`src/umfc_defines.vh`:
```
`ifndef UMFC_DEFINES_VH
`define UMFC_DEFINES_VH

// ==========================================================
// register byte addresses on the bus
`define UMFC_A_FIFO_CTRL 8'h00
`define UMFC_A_LINE_CTRL 8'h04
`define UMFC_A_ENH_FEAT 8'h08
`define UMFC_A_ADD_CTRL 8'h0C
`define UMFC_A_MODE_CTRL 8'h10
`define UMFC_A_INDEX 8'h14
`define UMFC_A_INDEX_DATA 8'h18
`define UMFC_A_ADD_STATUS 8'h1C
`define UMFC_A_RX_FILL 8'h20
`define UMFC_A_TX_FILL 8'h24
`define UMFC_A_MODE_STATUS 8'h28

// ==========================================================
// indexed control set entries
`define UMFC_IX_PRESCALE 8'h01
`define UMFC_IX_EXT_CLK 8'h02
`define UMFC_IX_OVERSAMPLE 8'h03
`define UMFC_IX_RX_TRIG 8'h04
`define UMFC_IX_TX_TRIG 8'h05
`define UMFC_IX_FLOW_LO 8'h06
`define UMFC_IX_FLOW_HI 8'h07

// ==========================================================
// field positions
`define UMFC_B_FIFO_EN 0
`define UMFC_B_RX_FLUSH 1
`define UMFC_B_TX_FLUSH 2
`define UMFC_B_FIFO_SIZE 5
`define UMFC_B_DLAB 7
`define UMFC_B_ENHANCED 4
`define UMFC_B_RX_DISABLE 0
`define UMFC_B_TX_DISABLE 1
`define UMFC_B_ARB_TRIG 5
`define UMFC_B_PRESC_EN 0
`define UMFC_B_CK_RX_EXT 0
`define UMFC_B_CK_RX_1X 1
`define UMFC_B_CK_TX_EXT 4
`define UMFC_B_CK_TX_1X 5
`define UMFC_B_CK_DTR_OUT 7

// ==========================================================
// reset values
`define UMFC_RST_PRESCALE 8'h20
`define UMFC_RST_OVERSAMPLE 8'h00
`define UMFC_RST_ZERO 8'h00
`define UMFC_RST_RX_TRIG 8'h01
`define UMFC_RST_FLOW_HI 8'h01

// ==========================================================
// depths, sample counts and prescaler figures
`define UMFC_DEPTH_BYTE 8'h01
`define UMFC_DEPTH_SMALL 8'h10
`define UMFC_DEPTH_LARGE 8'h80
`define UMFC_OSR_DEFAULT 5'h10
`define UMFC_OSR_MIN 4'h4
`define UMFC_OSR_ONE 5'h01
`define UMFC_PRESC_ONE 8'h08
`define UMFC_PRESC_STEP 9'h008

`endif

```
`src/umfc_prescaler.v`:
```
`timescale 1ns/1ns
`include "umfc_defines.vh"

// ==========================================================
// fractional clock divider, divisor in eighths of a cycle
module umfc_prescaler (
    input wire hclk,
    input wire hresetn,
    input wire enable,
    input wire [7:0] divisor,
    output reg tick_q
);

    reg [8:0] acc_q;
    reg [8:0] acc_d;
    reg tick_d;
    wire [8:0] div_w;

    // a zero integer part is taken as divide by one
    assign div_w = (divisor < `UMFC_PRESC_ONE) ? {1'b0, `UMFC_PRESC_ONE} : {1'b0, divisor};

    // add one whole cycle per clock, tick whenever the divisor is reached
    always @* begin
        acc_d = acc_q + `UMFC_PRESC_STEP;
        tick_d = 1'b0;
        if (!enable) begin
            acc_d = 9'h000;
            tick_d = 1'b1;
        end else if (acc_d >= div_w) begin
            acc_d = acc_d - div_w;
            tick_d = 1'b1;
        end
    end

    // accumulator and tick flops
    always @(posedge hclk or negedge hresetn) begin
        if (!hresetn) begin
            acc_q <= 9'h000;
            tick_q <= 1'b0;
        end else begin
            acc_q <= acc_d;
            tick_q <= tick_d;
        end
    end

endmodule

```
`src/umfc_top.v`:
```
`timescale 1ns/1ns
`include "umfc_defines.vh"

module umfc_top (
    input wire hclk,
    input wire hresetn,
    input wire hsel,
    input wire [31:0] haddr,
    input wire [1:0] htrans,
    input wire hwrite,
    input wire [2:0] hsize,
    input wire [31:0] hwdata,
    input wire hready,
    output wire hreadyout,
    output wire hresp,
    output reg [31:0] hrdata_q,
    input wire fifo_depth_strap_pin,
    input wire ri_n,
    input wire dsr_n,
    input wire modem_dtr_n,
    input wire local_tx_stop,
    input wire rx_push,
    input wire rx_pop,
    input wire tx_push,
    input wire tx_pop,
    output reg dtr_n_q,
    output reg [7:0] fifo_depth_q,
    output wire legacy_features_en,
    output wire enhanced_features_en,
    output wire tx_enable,
    output wire rx_enable,
    output reg [7:0] rx_trigger_level_q,
    output reg [7:0] tx_trigger_level_q,
    output reg remote_stop_q,
    output reg [4:0] tx_sample_count_q,
    output reg [4:0] rx_sample_count_q,
    output reg tx_clk_tick_q,
    output reg rx_clk_tick_q
);

    // ==========================================================
    // bus state machine
    localparam [3:0] ST_IDLE = 4'b0001;
    localparam [3:0] ST_WRITE = 4'b0010;
    localparam [3:0] ST_RWAIT = 4'b0100;
    localparam [3:0] ST_RDONE = 4'b1000;

    reg [3:0] st_q;
    reg [3:0] st_d;
    reg [7:0] addr_q;
    wire accept;
    wire wr_en;
    wire [7:0] wdat;

    assign hreadyout = ~st_q[2];
    assign hresp = 1'b0;
    assign accept = hsel & htrans[1] & hready;
    assign wr_en = st_q[1];
    assign wdat = hwdata[7:0];

    // next state: writes finish in their data phase, reads wait one cycle
    always @* begin
        case (st_q)
            ST_RWAIT: st_d = ST_RDONE;
            ST_IDLE, ST_WRITE, ST_RDONE: begin
                if (accept) begin
                    st_d = hwrite ? ST_WRITE : ST_RWAIT;
                end else begin
                    st_d = ST_IDLE;
                end
            end
            default: st_d = ST_IDLE;
        endcase
    end

    // state and captured address
    always @(posedge hclk or negedge hresetn) begin
        if (!hresetn) begin
            st_q <= ST_IDLE;
            addr_q <= 8'h00;
        end else begin
            st_q <= st_d;
            if (accept && !st_q[2]) begin
                addr_q <= haddr[7:0];
            end
        end
    end

    // ==========================================================
    // control registers
    reg fifo_en_q;
    reg fifo_size_q;
    reg [3:0] fcr_trig_q;
    reg [7:0] line_ctrl_q;
    reg [7:0] enh_feat_q;
    reg [7:0] add_ctrl_q;
    reg [7:0] mode_ctrl_q;
    reg [7:0] index_q;
    reg [7:0] clock_prescale_q;
    reg [7:0] external_clock_select_q;
    reg [7:0] oversample_q;
    reg [7:0] rx_trig_reg_q;
    reg [7:0] tx_trig_reg_q;
    reg [7:0] flow_lo_q;
    reg [7:0] flow_hi_q;
    reg [1:0] flush_q;
    wire enh;
    wire fcr_wr;
    wire size_next;

    assign fcr_wr = wr_en && (addr_q == `UMFC_A_FIFO_CTRL);
    assign enh = enh_feat_q[`UMFC_B_ENHANCED];
    // size bit only moves while latch access is open
    assign size_next = line_ctrl_q[`UMFC_B_DLAB] ? wdat[`UMFC_B_FIFO_SIZE] : fifo_size_q;

    // register writes and flush pulses
    always @(posedge hclk or negedge hresetn) begin
        if (!hresetn) begin
            fifo_en_q <= 1'b0;
            fifo_size_q <= 1'b0;
            fcr_trig_q <= 4'h0;
            line_ctrl_q <= `UMFC_RST_ZERO;
            enh_feat_q <= `UMFC_RST_ZERO;
            add_ctrl_q <= `UMFC_RST_ZERO;
            mode_ctrl_q <= `UMFC_RST_ZERO;
            index_q <= `UMFC_RST_ZERO;
            clock_prescale_q <= `UMFC_RST_PRESCALE;
            external_clock_select_q <= `UMFC_RST_ZERO;
            oversample_q <= `UMFC_RST_OVERSAMPLE;
            rx_trig_reg_q <= `UMFC_RST_RX_TRIG;
            tx_trig_reg_q <= `UMFC_RST_ZERO;
            flow_lo_q <= `UMFC_RST_ZERO;
            flow_hi_q <= `UMFC_RST_FLOW_HI;
            flush_q <= 2'b00;
        end else begin
            flush_q <= 2'b00;
            if (wr_en) begin
                case (addr_q)
                    `UMFC_A_FIFO_CTRL: begin
                        fifo_en_q <= wdat[`UMFC_B_FIFO_EN];
                        fifo_size_q <= size_next;
                        fcr_trig_q <= wdat[7:4];
                        flush_q <= {wdat[`UMFC_B_TX_FLUSH], wdat[`UMFC_B_RX_FLUSH]};
                    end
                    `UMFC_A_LINE_CTRL: line_ctrl_q <= wdat;
                    `UMFC_A_ENH_FEAT: enh_feat_q <= wdat;
                    `UMFC_A_ADD_CTRL: add_ctrl_q <= wdat;
                    `UMFC_A_MODE_CTRL: mode_ctrl_q <= wdat;
                    `UMFC_A_INDEX: index_q <= wdat;
                    `UMFC_A_INDEX_DATA: begin
                        case (index_q)
                            `UMFC_IX_PRESCALE: clock_prescale_q <= wdat;
                            `UMFC_IX_EXT_CLK: external_clock_select_q <= wdat;
                            `UMFC_IX_OVERSAMPLE: oversample_q <= wdat;
                            `UMFC_IX_RX_TRIG: rx_trig_reg_q <= wdat;
                            `UMFC_IX_TX_TRIG: tx_trig_reg_q <= wdat;
                            `UMFC_IX_FLOW_LO: flow_lo_q <= wdat;
                            `UMFC_IX_FLOW_HI: flow_hi_q <= wdat;
                            default: index_q <= index_q;
                        endcase
                    end
                    default: index_q <= index_q;
                endcase
            end
        end
    end

    // ==========================================================
    // fifo depth selection
    reg strap_q;
    reg strap_taken_q;

    function [7:0] depth_of;
        input fe;
        input enhanced;
        input strap;
        input size;
        begin
            if (!fe) begin
                depth_of = `UMFC_DEPTH_BYTE;
            end else if (enhanced || strap) begin
                depth_of = `UMFC_DEPTH_LARGE;
            end else if (size) begin
                depth_of = `UMFC_DEPTH_LARGE;
            end else begin
                depth_of = `UMFC_DEPTH_SMALL;
            end
        end
    endfunction

    // strap caught once after reset release and then held static
    always @(posedge hclk or negedge hresetn) begin
        if (!hresetn) begin
            strap_q <= 1'b0;
            strap_taken_q <= 1'b0;
        end else if (!strap_taken_q) begin
            strap_q <= fifo_depth_strap_pin;
            strap_taken_q <= 1'b1;
        end
    end

    // depth re-applied on each enable write or mode change
    always @(posedge hclk or negedge hresetn) begin
        if (!hresetn) begin
            fifo_depth_q <= `UMFC_DEPTH_BYTE;
        end else if (fcr_wr) begin
            fifo_depth_q <= depth_of(wdat[`UMFC_B_FIFO_EN], enh, strap_q, size_next);
        end else if (wr_en && (addr_q == `UMFC_A_ENH_FEAT)) begin
            fifo_depth_q <= depth_of(fifo_en_q, wdat[`UMFC_B_ENHANCED], strap_q, fifo_size_q);
        end
    end

    // feature gating by mode
    assign legacy_features_en = fifo_en_q & ~enh;
    assign enhanced_features_en = enh;
    assign tx_enable = ~(enh & add_ctrl_q[`UMFC_B_TX_DISABLE]);
    assign rx_enable = ~(enh & add_ctrl_q[`UMFC_B_RX_DISABLE]);

    // ==========================================================
    // fill level counters
    wire [1:0] push_w;
    wire [1:0] pop_w;
    wire [15:0] fill_w;
    wire fe_change;

    assign push_w = {tx_push, rx_push};
    assign pop_w = {tx_pop, rx_pop};
    assign fe_change = fcr_wr && (wdat[`UMFC_B_FIFO_EN] != fifo_en_q);

    genvar gi;
    generate
        for (gi = 0; gi < 2; gi = gi + 1) begin : g_fill
            reg [7:0] cnt_q;
            assign fill_w[gi*8 +: 8] = cnt_q;
            // saturating count, clamped when the depth shrinks
            always @(posedge hclk or negedge hresetn) begin
                if (!hresetn) begin
                    cnt_q <= 8'h00;
                end else if (flush_q[gi] || fe_change) begin
                    cnt_q <= 8'h00;
                end else if (cnt_q > fifo_depth_q) begin
                    cnt_q <= fifo_depth_q;
                end else if (push_w[gi] && !pop_w[gi] && (cnt_q < fifo_depth_q)) begin
                    cnt_q <= cnt_q + 8'h01;
                end else if (pop_w[gi] && !push_w[gi] && (cnt_q != 8'h00)) begin
                    cnt_q <= cnt_q - 8'h01;
                end
            end
        end
    endgenerate

    // ==========================================================
    // trigger levels and flow thresholds
    reg [7:0] flow_hi_lvl_q;
    reg [7:0] flow_lo_lvl_q;
    reg [7:0] rx_legacy;
    reg [7:0] tx_legacy;
    wire arb_trig;

    assign arb_trig = enh & add_ctrl_q[`UMFC_B_ARB_TRIG];

    function [7:0] bound;
        input [7:0] lvl;
        input [7:0] dep;
        begin
            bound = (lvl > dep) ? dep : lvl;
        end
    endfunction

    // legacy tables from the upper trigger bits
    always @* begin
        rx_legacy = `UMFC_DEPTH_BYTE;
        tx_legacy = 8'h00;
        if (fifo_depth_q == `UMFC_DEPTH_SMALL) begin
            case (fcr_trig_q[3:2])
                2'h0: rx_legacy = 8'h01;
                2'h1: rx_legacy = 8'h04;
                2'h2: rx_legacy = 8'h08;
                default: rx_legacy = 8'h0E;
            endcase
        end else if (fifo_depth_q == `UMFC_DEPTH_LARGE) begin
            case (fcr_trig_q[3:2])
                2'h0: rx_legacy = 8'h10;
                2'h1: rx_legacy = 8'h20;
                2'h2: rx_legacy = 8'h70;
                default: rx_legacy = 8'h78;
            endcase
        end
        if (enh && (fifo_depth_q == `UMFC_DEPTH_LARGE)) begin
            case (fcr_trig_q[1:0])
                2'h0: tx_legacy = 8'h10;
                2'h1: tx_legacy = 8'h20;
                2'h2: tx_legacy = 8'h40;
                default: tx_legacy = 8'h70;
            endcase
        end
    end

    // level registers replace the upper trigger bits when selected
    always @(posedge hclk or negedge hresetn) begin
        if (!hresetn) begin
            rx_trigger_level_q <= `UMFC_DEPTH_BYTE;
            tx_trigger_level_q <= 8'h00;
            flow_hi_lvl_q <= `UMFC_DEPTH_BYTE;
            flow_lo_lvl_q <= 8'h00;
        end else if (arb_trig) begin
            rx_trigger_level_q <= bound(rx_trig_reg_q, fifo_depth_q);
            tx_trigger_level_q <= bound(tx_trig_reg_q, fifo_depth_q);
            flow_hi_lvl_q <= bound(flow_hi_q, fifo_depth_q);
            flow_lo_lvl_q <= bound(flow_lo_q, fifo_depth_q);
        end else begin
            rx_trigger_level_q <= bound(rx_legacy, fifo_depth_q);
            tx_trigger_level_q <= bound(tx_legacy, fifo_depth_q);
            flow_hi_lvl_q <= bound(rx_legacy, fifo_depth_q);
            flow_lo_lvl_q <= 8'h00;
        end
    end

    // remote transmitter told to stop at or above high, resumed at or below low
    always @(posedge hclk or negedge hresetn) begin
        if (!hresetn) begin
            remote_stop_q <= 1'b0;
        end else if (fill_w[7:0] >= flow_hi_lvl_q) begin
            remote_stop_q <= 1'b1;
        end else if (fill_w[7:0] <= flow_lo_lvl_q) begin
            remote_stop_q <= 1'b0;
        end
    end

    // ==========================================================
    // clocking: prescaler, external clocks, oversampling
    wire presc_tick;
    wire ck_tx_ext;
    wire ck_rx_ext;
    reg ri_prev_q;
    reg dsr_prev_q;

    umfc_prescaler u_presc (
        .hclk(hclk),
        .hresetn(hresetn),
        .enable(enh & mode_ctrl_q[`UMFC_B_PRESC_EN]),
        .divisor(clock_prescale_q),
        .tick_q(presc_tick)
    );

    assign ck_tx_ext = enh & external_clock_select_q[`UMFC_B_CK_TX_EXT];
    assign ck_rx_ext = enh & external_clock_select_q[`UMFC_B_CK_RX_EXT];

    function [4:0] osr_of;
        input [7:0] code;
        begin
            if (code[3:0] < `UMFC_OSR_MIN) begin
                osr_of = `UMFC_OSR_DEFAULT;
            end else begin
                osr_of = {1'b0, code[3:0]};
            end
        end
    endfunction

    // clock ticks from pin edges or the prescaler, dtr carries tx clock when enhanced and its select bit is set
    always @(posedge hclk or negedge hresetn) begin
        if (!hresetn) begin
            ri_prev_q <= 1'b1;
            dsr_prev_q <= 1'b1;
            tx_clk_tick_q <= 1'b0;
            rx_clk_tick_q <= 1'b0;
            dtr_n_q <= 1'b1;
            tx_sample_count_q <= `UMFC_OSR_DEFAULT;
            rx_sample_count_q <= `UMFC_OSR_DEFAULT;
        end else begin
            ri_prev_q <= ri_n;
            dsr_prev_q <= dsr_n;
            tx_clk_tick_q <= ck_tx_ext ? (ri_n & ~ri_prev_q) : presc_tick;
            rx_clk_tick_q <= ck_rx_ext ? (dsr_n & ~dsr_prev_q) : presc_tick;
            if (enh && external_clock_select_q[`UMFC_B_CK_DTR_OUT]) begin
                dtr_n_q <= ck_tx_ext ? ri_n : presc_tick;
            end else begin
                dtr_n_q <= modem_dtr_n;
            end
            if (ck_tx_ext && external_clock_select_q[`UMFC_B_CK_TX_1X]) begin
                tx_sample_count_q <= `UMFC_OSR_ONE;
            end else begin
                tx_sample_count_q <= enh ? osr_of(oversample_q) : `UMFC_OSR_DEFAULT;
            end
            if (ck_rx_ext && external_clock_select_q[`UMFC_B_CK_RX_1X]) begin
                rx_sample_count_q <= `UMFC_OSR_ONE;
            end else begin
                rx_sample_count_q <= enh ? osr_of(oversample_q) : `UMFC_OSR_DEFAULT;
            end
        end
    end

    // ==========================================================
    // read data, loaded in the wait cycle of a read
    reg [7:0] rd_val;

    always @* begin
        case (addr_q)
            `UMFC_A_FIFO_CTRL: rd_val = {fcr_trig_q, 2'b00, fifo_size_q, fifo_en_q};
            `UMFC_A_LINE_CTRL: rd_val = line_ctrl_q;
            `UMFC_A_ENH_FEAT: rd_val = enh_feat_q;
            `UMFC_A_ADD_CTRL: rd_val = add_ctrl_q;
            `UMFC_A_MODE_CTRL: rd_val = mode_ctrl_q;
            `UMFC_A_INDEX: rd_val = index_q;
            `UMFC_A_INDEX_DATA: begin
                case (index_q)
                    `UMFC_IX_PRESCALE: rd_val = clock_prescale_q;
                    `UMFC_IX_EXT_CLK: rd_val = external_clock_select_q;
                    `UMFC_IX_OVERSAMPLE: rd_val = oversample_q;
                    `UMFC_IX_RX_TRIG: rd_val = rx_trig_reg_q;
                    `UMFC_IX_TX_TRIG: rd_val = tx_trig_reg_q;
                    `UMFC_IX_FLOW_LO: rd_val = flow_lo_q;
                    `UMFC_IX_FLOW_HI: rd_val = flow_hi_q;
                    default: rd_val = 8'h00;
                endcase
            end
            `UMFC_A_ADD_STATUS: rd_val = {6'h00, remote_stop_q, local_tx_stop};
            `UMFC_A_RX_FILL: rd_val = fill_w[7:0];
            `UMFC_A_TX_FILL: rd_val = fill_w[15:8];
            `UMFC_A_MODE_STATUS: rd_val = fifo_depth_q;
            default: rd_val = 8'h00;
        endcase
    end

    // hrdata register
    always @(posedge hclk or negedge hresetn) begin
        if (!hresetn) begin
            hrdata_q <= 32'h00000000;
        end else if (st_q[2]) begin
            hrdata_q <= {24'h000000, rd_val};
        end
    end

endmodule

```
`config.mk`:
```
export PLATFORM = sky130hd
export DESIGN_NAME = umfc_top
export DESIGN_NICKNAME = d
export VERILOG_FILES = /design/src/umfc_prescaler.v /design/src/umfc_top.v
export VERILOG_INCLUDE_DIRS = /design/src
export SDC_FILE = /design/constraint.sdc
export NUM_CORES = 1
export LEC_CHECK = 0
export ABC_AREA = 1
export BUFFER_PORTS_ARGS = -buffer_cell sky130_fd_sc_hd__buf_2
export CAP_MARGIN = 20
export CORE_MARGIN = 2
export CORE_UTILIZATION = 45
export CTS_CLUSTER_SIZE = 40
export DETAILED_ROUTE_END_ITERATION = 10
export PLACE_DENSITY = 0.67
export RECOVER_POWER = 25
export SLEW_MARGIN = 40
export SYNTH_ARGS = -nofsm -noshare
export SYNTH_HDL_FRONTEND = slang
export SYNTH_SLANG_ARGS = --single-unit
```
`constraint.sdc`:
```
create_clock -name hclk -period 2.6 [get_ports hclk]
set_input_delay 0.13 -clock hclk [delete_from_list [all_inputs] [get_ports hclk]]
set_output_delay 0.13 -clock hclk [all_outputs]
set_load 0.02 [all_outputs]
```
After elaboration in Yosys (flattened, before gate mapping)
Cells that the tools add are included.

Bits in registers: 208. Bits in latches: 0. Memory bits (writable): 0. Bits in read-only memories: 0. Input bits: 83. Output and inout port bits: 76. Logic and storage cells: 207. Memories: 0.

Add/subtract/negate cells: 6. Multiply operators: 0. Div/mod/pow operators: 0. Magnitude comparators: 15. Eq/ne operators: 28. Shifts and indexed selects: 0. Muxes and demuxes: 55. Bitwise logic cells: 17. Reduce and logical (&&, ||, !) cells: 48.

Operators with widths (count): 8-bit two-way mux (28); 8-bit one-hot mux with 11 select lines (1); 8-bit greater-than comparator (8); 8-bit one-hot mux with 7 select lines (1); 7-bit one-hot mux with 3 select lines (2); 8-bit by 3-bit == test with 1-bit output (second input constant) (5); 8-bit by 5-bit == test with 1-bit output (second input constant) (5); 8-bit by 6-bit == test with 1-bit output (second input constant) (3); 3-bit AND reduction (7); 5-bit two-way mux (4); 9-bit two-way mux (2); 8-bit by 1-bit adder with 8-bit output (second input constant) (2); 8-bit by 2-bit == test with 1-bit output (second input constant) (2); 8-bit by 4-bit == test with 1-bit output (second input constant) (2); 1-bit logical AND (16); 8-bit less-than comparator (2); 8-bit nonzero test (2); 8-bit by 1-bit subtractor with 8-bit output (second input constant) (2); 7-bit two-way mux (2); 4-bit one-hot mux with 3 select lines (1); 2-bit AND reduction (6); 1-bit AND (11); 9-bit by 4-bit adder with 9-bit output (second input constant) (1); 9-bit greater-or-equal comparator (1); 26 further kinds (53).

Logic depth before layout (Yosys ltp)
Depth after elaboration: 7. Mapped depth: 18. Gate-level depth less buffers: 18.

By module
A second synthesis with hierarchy kept.

Cell total of the unflattened synthesis: 1612. Area, all modules: 12167.9 um^2.

Modules (own cells, without submodules): umfc_top (instances 1, cells each 1444, area an instance 11070.6 um^2); umfc_prescaler (instances 1, cells each 168, area an instance 1097.3 um^2).

Least setup slack after synthesis
OpenSTA, ideal clock, no wires.

Kind: flip-flop to flip-flop. Start point: register fifo_depth_q[7]. End point: register g_fill[1].cnt_q[5]. Arrival time: 2.795 ns. Setup slack: -0.321 ns. Cell stages (with the launch flop): 16. Path buffers: 1. Cell sequence: dfrtp_1 -> buf_2 -> inv_1 -> ha_1 -> nand2_1 -> nand2_1 -> nor2_1 -> nand3_1 -> ha_1 -> a21oi_1 -> nand2_1 -> nand3_1 -> nand2_1 -> or2_2 -> nand4_1 -> o21ai_0.

Longest elaborated chain between the ends: 5. Elaborated cells on any way between the ends: 7.

RTL lines: start: declaration (line umfc_top.v:27) `output reg [7:0] fifo_depth_q,`; start signal: assignment (line umfc_top.v:205) `` fifo_depth_q <= `UMFC_DEPTH_BYTE; ``; start signal: assignment (line umfc_top.v:207) `` fifo_depth_q <= depth_of(wdat[`UMFC_B_FIFO_EN], enh, strap_q, size_next); ``; start signal: assignment (line umfc_top.v:209) `` fifo_depth_q <= depth_of(fifo_en_q, wdat[`UMFC_B_ENHANCED], strap_q, fifo_size_q); ``; 8-bit less-than comparator (line umfc_top.v:243) `end else if (push_w[gi] && !pop_w[gi] && (cnt_q < fifo_depth_q)) begin`; 1-bit logical AND (line umfc_top.v:243); 8-bit two-way mux (line umfc_top.v:243); 8-bit two-way mux (line umfc_top.v:241) `end else if (cnt_q > fifo_depth_q) begin`; 8-bit two-way mux (line umfc_top.v:239) `end else if (flush_q[gi] || fe_change) begin`; end signal: assignment (line umfc_top.v:242) `cnt_q <= fifo_depth_q;`; end signal: assignment (line umfc_top.v:244) `cnt_q <= cnt_q + 8'h01;`; end signal: assignment (line umfc_top.v:246) `cnt_q <= cnt_q - 8'h01;`; end: declaration (line umfc_top.v:233) `reg [7:0] cnt_q;`.

Parallel ways exist; a longest one is shown, timed or not. A chain may end at the register's enable or synchronous reset.

Final worst setup path
Start point: register fifo_depth_q[7]. End point: register g_fill[1].cnt_q[3].

The elaborated chain is that of the path after synthesis.

==> impl_summary.txt <==
----------------------------------------------------
[Timing]
  Least-Margin Pin Slew ... just over 2000 ps
  Worst Hold Slack ... 29.89 ps
  Unrepaired setup endpoints after global routing ... yes
  Post-layout min period ... 2464 ps
  Relative slew margins ... -37.45%
  Final slew viol count ... 77
  Share of the clock period used by the worst path after layout ... 94.75%
  Hold Vio Cnt, Final ... 0
  Setup Viol. Count Final ... 0
  Peak clock frequency supported by timing ... approximately 0.41 GHz
  Worst clock skew on the final layout ... 17.81 ps

[Setup path]
  Sort of element at the start of the critical path ... register
  Maximum fanout along the worst path ... 5
  Launch point of the worst reg-to-reg path ... fifo_depth_q[7]$_DFFE_PN0P_
  Worst setup path class ... reg -> reg
  Endpoint type of the worst setup path ... register
  Minimum setup slack among reg-to-reg paths ... 140 ps
  Data required time at the worst endpoint ... approximately 3000 ps
  Endpoint of the worst-slack reg-to-reg timing path ... g_fill[1].cnt_q[3]$_DFFE_PN0P_
  Data arrival time of the critical path ... 2850 ps
  Logic depth of the worst register-to-register path ... 13

[Synthesis]
  Share of flip-flops with an asynchronous set or reset after synthesis ... 100.0%
  Post-synth EDFFs ... 0
  Warning count from the yosys run ... 0
  Average footprint of a synthesized cell ... about 7.6 um2
  Compound-gate portion of the synthesized area ... between 10% and 20%
  Mux contribution to synthesized area ... 0%
  Share of synthesized cell area in full adder, half adder and majority cells ... 6.926%
  Synth Area in Simple Gates ... 29.04%
  Largest family of logic cells by synthesized area ... simple AND/OR/NAND/NOR gates
  Number of synthesized register bits ... between 200 and 250
  Synthesized instance count ... about 1600
  Combined area of all synthesized cells ... ~12000 um2
  Sequential fraction of the synthesis area ... 42.86%
  Post-synthesis xor/xnor area fraction ... under 10%
  Synth cell types ... 41
  Main flop type after synthesis ... dfrtp_1

[Drt]
  Drt wl/cell ... 15.94 um
  Via count of the routed design ... 10500
  TritonRoute pass-1 iters ... 5
  Vias per cell ... 5.217
  DR iter-0 viols ... 892
  Routed metal-1 wirelength ... 15210 um
  Detailed Route WL ... 32080 um
  Met3 layer wire length in the routed design ... between 1500 and 2000 um
  Number of remaining DRC errors ... 0
  Antenna violation net count after detailed routing ... 0
  Met2 Wirelength ... 14600 um
  Top layer used by detailed routing ... met4

[Clock network]
  Maximum clock path buffer count ... 3
  Clock tree from TritonCTS ... done
  Number of clock sinks ... 203
  Worst-path clk slew ... roughly 60 ps
  Number of clock buffers inserted by TritonCTS ... 23
  Clock Tree Root ... clkbuf_16
  Worst-Skew Late Latency ... 510 ps
  Number of H-tree levels ... 1

[Placed design]
  I/O Buffers ... 76
  Weighted congestion at the end of routability-driven global placement ... 0.8951
  Post-DP HPWL ... 22930 um

[Floorplan]
  Horizontal die dimension ... 166.5 um
  Top-level I/O count ... 159
  Vertical extent of the die ... 166.5 um
  Row cnt ... 59
  Die outline area ... 27730 um2
  Floorplan core area ... 25980 um2
  Starting density of the core ... about 46%

[Power and ir drop]
  Final Total Pwr ... 11.13 mW
  Leakage power summed over all cells ... 7.456 nW
  Power density normalized to cell area ... 804.3 nW/um2
  Worst vdd rail ir drop ... between 0.5 and 0.6 mV

[Min path]
  Hold path start ... hwdata[0]
  Hold Path Depth ... 3
  Endpoint of the worst hold path ... fifo_en_q$_DFFE_PN0P_
  Worst hold path type ... in -> reg

[Run status]
  Failing checks ... max-capacitance violations, max-slew violations
  Result of the run ... complete, but fails checks

[Flow run]
  Number of maximum-capacitance constraint violations ... 1

[Layout]
  Layout cells sized above 1 ... 14.54%
  Layout area overhead ... 16.45%
  Flip-flop count of the largest register after layout ... 16
  Antenna diode count ... 0
  Largest registers in the final layout ... g_fill.cnt_q x16, u_presc.acc_q x9
  Largest Register ... g_fill.cnt_q
  Net total in the final layout ... 1810
  Final-layout fill cell count ... 2514

[Global routing]
  Number of global-route vias before repair ... 10120
  Combined global-route utilization of all metal layers ... between 20% and 30%
  Pin count of the biggest net entering global routing ... between 70 and 80
  Global route total overflow ... 0
  Wire length of the first global-routing pass ... 52090 um
  Initial antenna violation count ... 0

----------------------------------------------------
## metal layers
| metal | vias to the layer above | GRT usage, % |
|---|---|---|
| li1 | 5221 | - |
| met3 | 54 | 2.567 |
| met5 | - | 0 |
| met4 | 0 | 5.960 |
| met1 | 4942 | 32.99 |
| met2 | 285 | 36.88 |
## worst max-delay path, stage by stage (launching register included)
cell and delay, ps:
dfrtp_2 380, clkinvlp_4 140, ha_4 240, nand2_1 60
nand2_1 80, nor2_4 160, nand3_4 180, ha_4 310
a21oi_1 120, nand2_1 110, buf_4 150, or2_2 260
nand3_1 80, o21ai_1 60
## report_power, final
group	leakage [nW]	internal, mW	switching, mW	total [mW]
Combinational	4.93	1.59	2.33	3.92
Clock	0.403	2.20	1.32	3.51
Sequential	2.12	3.42	0.284	3.70
## layout make-up
type / instances / area (um2) / area share [%]
Timing Repair Buffer: 124 / 803.3 / 5.803
Clock inverter: 11 / 180.2 / 1.302
Inverter: 172 / 649.4 / 4.691
Multi-Input combinational cell: 1139 / 6067 / 43.83
Tap cell: 335 / 419.2 / 3.028
Sequential cell: 203 / 5096 / 36.81
Clock buffer: 29 / 628.1 / 4.537
## through the flow
step	instance area, um2	TNS, ps	worst slack, ps	std cells	utilization (%)
6_report	13840	0	136.4	2013	53.27
5_1_grt	13840	-55.17	-21.71	2013	53.27
4_1_cts	13700	0	77.20	2006	52.73
3_5_place_dp	12750	0	89.04	1952	49.08
3_3_place_gp	12750	0	140.3	1952	49.08
2_1_floorplan	12150	0	9.262	1583	-
## cells in the final DEF, fill, tap and decap left out, types with 14 or more instances in the layout
master / count
o21ai_2: 16
nor2_1: 132
a21oi_1: 51
inv_1: 166
nand4_1: 22
buf_2: 74
dfrtp_1: 190
dlygate4sd3_1: 14
ha_1: 49
conb_1: 31
buf_4: 31
nand3_1: 154
o21ai_1: 29
clkbuf_16: 23
nand2_1: 421
o21ai_0: 112
## Yosys cell counts, types with 2 or more instances
cell type,n,area (um2)
clkbuf_1,26,97.59
xnor2_1,7,61.31
nand2_4,3,33.78
nor2_4,3,33.78
nand3b_1,5,37.54
inv_2,3,11.26
o211ai_1,9,67.56
o21ai_1,27,135.1
nand3_1,156,780.8
nor3_1,11,55.05
fa_1,3,60.06
or2_2,9,56.30
o22ai_1,6,37.54
buf_2,7,35.03
a21oi_1,54,270.3
nor2_2,10,62.56
nand4_1,22,137.6
nand3_4,5,87.58
o21bai_1,5,37.54
dfstp_2,12,315.3
buf_6,7,78.83
conb_1,2,7.510
dfrtp_1,191,4780
nand2_1,424,1592
nor2_1,136,510.5
xor2_1,7,61.31
nand2_2,5,31.28
buf_4,31,232.7
ha_1,61,763.2
inv_1,168,630.6
o21ai_2,16,140.1
o21ai_0,114,570.6
## worst max path at each step
stage          cells after the start  slack, ps                            start                        endpoint
3_3_place_gp                      12        140  clock_prescale_q[7]$_DFFE_PN0P_    u_presc.acc_q[2]$_DFFE_PN0P_
4_1_cts                           13         80  clock_prescale_q[7]$_DFFE_PN0P_      u_presc.acc_q[5]$_DFF_PN0_
3_5_place_dp                      13         90  clock_prescale_q[7]$_DFFE_PN0P_      u_presc.acc_q[6]$_DFF_PN0_
6_report                          13        140      fifo_depth_q[7]$_DFFE_PN0P_  g_fill[1].cnt_q[3]$_DFFE_PN0P_
5_1_grt                           14        -20      fifo_depth_q[7]$_DFFE_PN0P_  g_fill[1].cnt_q[5]$_DFFE_PN0P_
2_1_floorplan                     14          9      fifo_depth_q[4]$_DFFE_PN0P_  g_fill[1].cnt_q[5]$_DFFE_PN0P_
## repair_timing
item                       4_1_cts  5_1_grt
hold endpoints to repair        87        0
resized for setup                0       18
buffers inserted                 0        5
hold buffers                    14        0
setup endpoints to repair        0       20
## kinds of logic (layout without fill, tap and decap cells)
group / after synthesis / after routing
buffers and inverters: 243 / 336
other: 2 / 31
XOR/XNOR: 14 / 14
flip-flops: 203 / 203
AO/OA/AOI/OAI: 236 / 236
AND/OR/NAND/NOR: 792 / 794
adder cells (fa/ha/maj): 64 / 64
Power figures use the tool's default switching activity.
